## src/logic/tsf_pkg.sv

```systemverilog
// Package with bit positions, reset values and encodings for the terminal status flags.
package tsf_pkg;
    localparam int          BIT_RAM_INIT_FAIL   = 0;
    localparam int          BIT_CHECKSUM_ERROR  = 1;
    localparam int          BIT_TERM_A_INHIBIT  = 2;
    localparam int          BIT_TERM_B_INHIBIT  = 3;
    localparam int          BIT_TERM_A_MSG      = 4;
    localparam int          BIT_TERM_B_MSG      = 5;
    localparam int          BIT_MON_PACKET      = 6;
    localparam int          BIT_MON_MSG         = 7;
    localparam int          BIT_CTRL_RUNNING    = 8;
    localparam int          BIT_MONITOR_RESET   = 12;
    localparam int          BIT_TERM_B_RESET    = 11;
    localparam int          BIT_TERM_A_RESET    = 10;
    localparam int          BIT_AUTOINIT        = 13;
    localparam int          PEND_CHECKSUM_BIT   = 14;
    localparam int          PEND_RAM_FAIL_BIT   = 13;
    localparam logic [15:0] HW_PENDING_OFFSET   = 16'h0006;
    localparam logic [8:0]  STATUS_RESET        = 9'h000;
    localparam logic [2:0]  SOFT_RESET_RESET    = 3'h0;
    localparam logic [1:0]  BUS_NONE            = 2'h0;
    localparam logic [1:0]  BUS_A_SHUT          = 2'h1;
    localparam logic [1:0]  BUS_B_SHUT          = 2'h2;

    typedef struct packed {
        logic       sync1;
        logic       sync2;
        logic       strap;
        logic [8:0] status;
        logic [2:0] soft_reset;
        logic [1:0] bit_word_a;
        logic [1:0] bit_word_b;
        logic       pend_checksum;
        logic       pend_ram_fail;
    } tsf_state_s;
endpackage

```

## src/logic/tsf_status.sv

```systemverilog
// Low status field of the master status and soft reset register.
`timescale 1ns/1ps

// Overview of operation
// - Bit 8 follows controller enabled and running.
// - Bit 7 sets on command, clears at end.
// - Bit 6 tracks monitor packet start to completion.
// - Bit 5 tracks second terminal message.
// - Bit 4 tracks first terminal message.
// - Bit 3 high while second terminal bus shut.
// - Second inhibit ends: override, reset, soft reset.
// - Bit 2 high while first terminal bus shut.
// - First inhibit ends: override, reset, soft reset.
// - Shut bus recorded in terminal test word.
// - Checksum failure sets bit 1, pending 14.
// - Checksum flag only with auto-init strapped.
// - RAM mismatch sets bit 0, pending 13.
// - RAM check only with auto-init strapped.
// - Strap captured at master reset release.
// - Soft reset bits self-clear when done.
module tsf_status
    import tsf_pkg::*;
(
    input  wire logic        CLK,
    input  wire logic        RST,
    input  wire logic        AUTOINIT_PIN,
    input  wire logic        CTRL_ENABLED,
    input  wire logic        CTRL_EXECUTING,
    input  wire logic        MON_CMD_VALID,
    input  wire logic        MON_MSG_DONE,
    input  wire logic        MON_PACKET_START,
    input  wire logic        MON_PACKET_DONE,
    input  wire logic        TERM_A_CMD_VALID,
    input  wire logic        TERM_A_MSG_DONE,
    input  wire logic        TERM_B_CMD_VALID,
    input  wire logic        TERM_B_MSG_DONE,
    input  wire logic        TERM_A_SHUTDOWN,
    input  wire logic        TERM_A_OVERRIDE,
    input  wire logic        TERM_B_SHUTDOWN,
    input  wire logic        TERM_B_OVERRIDE,
    input  wire logic        SHUT_BUS_B,
    input  wire logic        CHECKSUM_FAIL,
    input  wire logic        RAM_MISMATCH,
    input  wire logic        SOFT_RESET_DONE_A,
    input  wire logic        SOFT_RESET_DONE_B,
    input  wire logic        SOFT_RESET_DONE_MON,
    input  wire logic        HOST_WRITE,
    input  wire logic [15:0] HOST_WDATA,
    input  wire logic        PEND_READ,
    output logic      [15:0] STATUS_WORD,
    output logic      [1:0]  TERM_A_BIT_WORD,
    output logic      [1:0]  TERM_B_BIT_WORD,
    output logic      [15:0] HW_PENDING,
    output logic             SOFT_RESET_ACTIVE
);
    tsf_state_s r;
    tsf_state_s next_r;

    function automatic logic [1:0] shut_code(input logic bus_b);
        shut_code = bus_b ? BUS_B_SHUT : BUS_A_SHUT;
    endfunction

    always_comb begin
        logic [2:0] wr_req;
        logic [2:0] done;
        logic       clr_a;
        logic       clr_b;
        logic       en;
        wr_req = {HOST_WDATA[BIT_MONITOR_RESET], HOST_WDATA[BIT_TERM_B_RESET],
                  HOST_WDATA[BIT_TERM_A_RESET]};
        done   = {SOFT_RESET_DONE_MON, SOFT_RESET_DONE_B, SOFT_RESET_DONE_A};
        next_r = r;
        next_r.sync1 = AUTOINIT_PIN;
        next_r.sync2 = r.sync1;
        en = r.strap;
        // Soft reset bits: host writes start a reset only when idle.
        next_r.soft_reset = (r.soft_reset & ~done)
                          | (HOST_WRITE && r.soft_reset == SOFT_RESET_RESET ? wr_req : 3'h0);
        clr_a = TERM_A_OVERRIDE || next_r.soft_reset[0];
        clr_b = TERM_B_OVERRIDE || next_r.soft_reset[1];
        next_r.status[BIT_CTRL_RUNNING] = CTRL_ENABLED && CTRL_EXECUTING;
        if (MON_CMD_VALID) begin
            next_r.status[BIT_MON_MSG] = 1'b1;
        end else if (MON_MSG_DONE) begin
            next_r.status[BIT_MON_MSG] = 1'b0;
        end
        if (MON_PACKET_START) begin
            next_r.status[BIT_MON_PACKET] = 1'b1;
        end else if (MON_PACKET_DONE) begin
            next_r.status[BIT_MON_PACKET] = 1'b0;
        end
        if (TERM_B_CMD_VALID) begin
            next_r.status[BIT_TERM_B_MSG] = 1'b1;
        end else if (TERM_B_MSG_DONE) begin
            next_r.status[BIT_TERM_B_MSG] = 1'b0;
        end
        if (TERM_A_CMD_VALID) begin
            next_r.status[BIT_TERM_A_MSG] = 1'b1;
        end else if (TERM_A_MSG_DONE) begin
            next_r.status[BIT_TERM_A_MSG] = 1'b0;
        end
        if (TERM_B_SHUTDOWN) begin
            next_r.status[BIT_TERM_B_INHIBIT] = 1'b1;
            next_r.bit_word_b = shut_code(SHUT_BUS_B);
        end else if (clr_b) begin
            next_r.status[BIT_TERM_B_INHIBIT] = 1'b0;
            next_r.bit_word_b = BUS_NONE;
        end
        if (TERM_A_SHUTDOWN) begin
            next_r.status[BIT_TERM_A_INHIBIT] = 1'b1;
            next_r.bit_word_a = shut_code(SHUT_BUS_B);
        end else if (clr_a) begin
            next_r.status[BIT_TERM_A_INHIBIT] = 1'b0;
            next_r.bit_word_a = BUS_NONE;
        end
        // Pending bits clear on read, but a new failure in the same cycle wins.
        if (PEND_READ) begin
            next_r.pend_checksum = 1'b0;
            next_r.pend_ram_fail = 1'b0;
        end
        if (CHECKSUM_FAIL && en) begin
            next_r.status[BIT_CHECKSUM_ERROR] = 1'b1;
            next_r.pend_checksum = 1'b1;
        end
        if (RAM_MISMATCH && en) begin
            next_r.status[BIT_RAM_INIT_FAIL] = 1'b1;
            next_r.pend_ram_fail = 1'b1;
        end
    end

    always_ff @(posedge CLK) begin
        if (RST) begin
            r            <= '0;
            // The pin keeps moving through the synchroniser while reset is held.
            r.sync1      <= AUTOINIT_PIN;
            r.sync2      <= r.sync1;
            // The strap keeps the synchronised level seen at the last reset edge.
            r.strap      <= r.sync2;
            r.status     <= STATUS_RESET;
            r.soft_reset <= SOFT_RESET_RESET;
            r.bit_word_a <= BUS_NONE;
            r.bit_word_b <= BUS_NONE;
        end else begin
            r <= next_r;
        end
    end

    always_ff @(posedge CLK) begin
        if (RST) begin
            STATUS_WORD       <= 16'h0000;
            TERM_A_BIT_WORD   <= BUS_NONE;
            TERM_B_BIT_WORD   <= BUS_NONE;
            HW_PENDING        <= 16'h0000;
            SOFT_RESET_ACTIVE <= 1'b0;
        end else begin
            STATUS_WORD <= {2'h0, r.strap, next_r.soft_reset[2], next_r.soft_reset[1],
                            next_r.soft_reset[0], 1'b0, next_r.status};
            TERM_A_BIT_WORD   <= next_r.bit_word_a;
            TERM_B_BIT_WORD   <= next_r.bit_word_b;
            HW_PENDING        <= {1'b0, next_r.pend_checksum, next_r.pend_ram_fail, 13'h0000};
            SOFT_RESET_ACTIVE <= |next_r.soft_reset;
        end
    end

endmodule // tsf_status

```

## config.mk

```make
export PLATFORM = sky130hd
export DESIGN_NAME = tsf_status
export DESIGN_NICKNAME = d
export VERILOG_FILES = /design/src/logic/tsf_pkg.sv /design/src/logic/tsf_status.sv
export SDC_FILE = /design/constraint.sdc
export NUM_CORES = 1
export LEC_CHECK = 0
export ABC_AREA = 1
export BUFFER_PORTS_ARGS = -buffer_cell sky130_fd_sc_hd__buf_4
export CAP_MARGIN = 15
export CORE_UTILIZATION = 42
export CTS_BUF_LIST = sky130_fd_sc_hd__clkbuf_8 sky130_fd_sc_hd__clkbuf_16
export DETAILED_ROUTE_END_ITERATION = 16
export GPL_TIMING_DRIVEN = 0
export PLACE_DENSITY_LB_ADDON = 0.25
export RECOVER_POWER = 100
export SYNTH_ARGS = -nofsm -noshare
export SYNTH_HDL_FRONTEND = slang
export SYNTH_SLANG_ARGS = --single-unit
```

## constraint.sdc

```tcl
create_clock -name CLK -period 2.25 [get_ports CLK]
set_input_delay 0.45 -clock CLK [delete_from_list [all_inputs] [get_ports CLK]]
set_output_delay 0.45 -clock CLK [all_outputs]
set_load 0.01 [all_outputs]
```

==> reports/results.txt <==
status: complete, no violations
Boundary Pins: 78
RR Startpoint: r[7]
Buffers on Ports: 47
Syn. warnings: 0
Routed WL: 2010 um
final setup violation count: 0
post-route ant nets: 0
fin crit share: 58.5%
RR Endpoint: TERM_A_BIT_WORD[1]
Starting Density: 46.5%
Skew-Pair Late Insertion Delay: 0.25 ns
Static Leakage: 0.826 nW
count of cell types in the netlist: 14
total negative setup slack: 0 ns
clock sinks: 23
layout cells sized above 1: 34.2%
Num CTS Buffers: 3
commonest non-fill, non-tap cells in the layout: buf_4 (59), inv_1 (23), dfxtp_1 (22), clkbuf_1 (19), conb_1 (17)
Startpoint Class: flop
final hold slack: 0.320 ns
post-layout minimum cycle time: 1.32 ns
Via-to-Cell Ratio: 4.11
Final Hold Violating Endpoints: 0
hold_sp: AUTOINIT_PIN
Required @ worst endpoint: 1.80 ns
CP Data Arrival Time: 0.87 ns
detailed-route DRC error count: 0
critical-path maximum fanout: 3
Die X: 52.4 um
post-CTS repair timing setup buffer count: 0
clk root buf: clkbuf_8
Final Skew: 0.00425 ns
crit path capture type: output port
Via Count: 933
syn_area_per_cell: 8.09 um2
Final nets: 241
htree depth: 1
hpwl dp: 1660 um
Worst R2R Setup Slack: 1.23 ns
Peak VDD IR: 0.414 mV
hold_buf cts: 0
first-pass GRT wire length: 3110 um
RSZ-0062 raised after global routing: false
Slew Limit Fails: 0
# fillers: 216
antenna violations before repair: 0
GPL Wtd Cong: 0.713
Die H: 52.4 um
Power Density: 580 nW/um2
worst min path class: input port to flop
die area: 2750 um2
CP Class: flop to output port
placed standard-cell area: 1520 um2
Syn Inst Count: 132
Cell Area, Synth: 1070 um2
CTS tree: done
Finished Cell Area: 1480 um2
Ant. Diodes: 0
num rows: 17
largest net degree at the start of global routing: 13
core region area: 2300 um2
GRT overflow: 0
post-CTS sizing: 0
highest clock rate: 759 MHz
Max-cap violations: 0
First-pass DRT Iterations: 4
WHS Path Cells: 1
Total Routing Usage GR: 15.5%
post-synthesis sequential area ratio: 44.1%
vias in the first global route: 823
number of DRC markers in iteration 0: 12
CTS Buffer Depth: 2
#FFs+latches synth: 23
WL/cell: 8.83 um
Worst-path clk slew: 0.07 ns
Syn-to-layout area delta: 38.6%
most common cell after layout, fill and taps aside: buf_4
WHS Endpoint: next_r[19]
FF-to-FF path depth: 4
[per-stage QoR]
| stage | worst slack (ns) | utilization [%] | cells | power (mW) |
|---|---|---|---|---|
| 2_1_floorplan | 1.29 | - | 148 | 0.569 |
| 3_3_place_gp | 1.13 | 66.0 | 223 | 0.648 |
| 3_5_place_dp | 1.11 | 66.0 | 223 | 0.653 |
| 4_1_cts | 0.938 | 67.9 | 227 | 0.887 |
| 5_1_grt | 0.873 | 64.4 | 227 | 0.912 |
| 6_report | 0.933 | 64.4 | 227 | 0.858 |
[critical path, stage by stage, from the launching register on]
cell and delay [ns]:
dfxtp_1 0.37, clkbuf_4 0.14, buf_4 0.10
[power breakdown]
group	internal [mW]	switching [mW]	total, mW
combinational	0.0962	0.0792	0.175
clock	0.121	0.113	0.234
sequential	0.436	0.0125	0.449
total	0.653	0.204	0.858
[Yosys cell counts]
library cell	instances	area share [%]
dfxtp_1	22	41
a21oi_1	14	6.6
nor2_2	2	1.2
conb_1	1	0.35
buf_2	1	0.47
nand2_1	16	5.6
nor2_1	8	2.8
nand4_1	6	3.5
nand3_1	1	0.47
inv_1	22	7.7
buf_4	34	24
nand3_2	3	2.8
o21ai_0	1	0.47
edfxtp_1	1	2.8
[final cells by class]
cell class / instances / area, um2 / share of cell area [%]
Timing Repair Buffer: 47 / 285 / 19.3
Clock buffer: 3 / 41.3 / 2.79
Tap cell: 28 / 35.0 / 2.37
Sequential cell: 23 / 470 / 31.8
Inverter: 22 / 82.6 / 5.58
Multi-Input combinational cell: 68 / 302 / 20.4
Buffer: 35 / 259 / 17.5
Clock inverter: 1 / 3.75 / 0.254
[logic make-up after synthesis]
family                 after synthesis  share of synthesized area (%)
buffers and inverters               57                           32.1
and+or+nand+nor                     36                           16.4
DFF                                 23                           44.1
AOI/OAI and AO/OA                   15                           7.03
other                                1                          0.351
[registers in the layout, summed over array words and instances, names as in the netlist]
name and flops:
SOFT_RESET_ACTIVE 1, next_r 2, r 11, TERM_A_BIT_WORD 2
STATUS_WORD 4, HW_PENDING 1, TERM_B_BIT_WORD 2
[per-layer routing]
| layer | part of all wire, % | track usage, % | vias up |
|---|---|---|---|
| li1 | - | - | 491 |
| met1 | 38 | 16.8 | 409 |
| met2 | 54 | 28.9 | 31 |
| met3 | 6.1 | 2.03 | 2 |
| met4 | 1.3 | 7.89 | 0 |
| met5 | 0 | 0 | - |
[worst max path at each step]
stage / from / to / slack, ns / depth (start not counted)
3_5_place_dp: HOST_WRITE / SOFT_RESET_ACTIVE / 1.11 / 7
6_report: STATUS_WORD[12] / STATUS_WORD[12] / 0.93 / 2
5_1_grt: TERM_A_BIT_WORD[1] / TERM_A_BIT_WORD[1] / 0.87 / 2
2_1_floorplan: HOST_WRITE / SOFT_RESET_ACTIVE / 1.29 / 6
3_3_place_gp: HOST_WRITE / SOFT_RESET_ACTIVE / 1.13 / 7
4_1_cts: r[7] / STATUS_WORD[11] / 0.94 / 2
No activity file was read; power rests on OpenSTA's default activity.
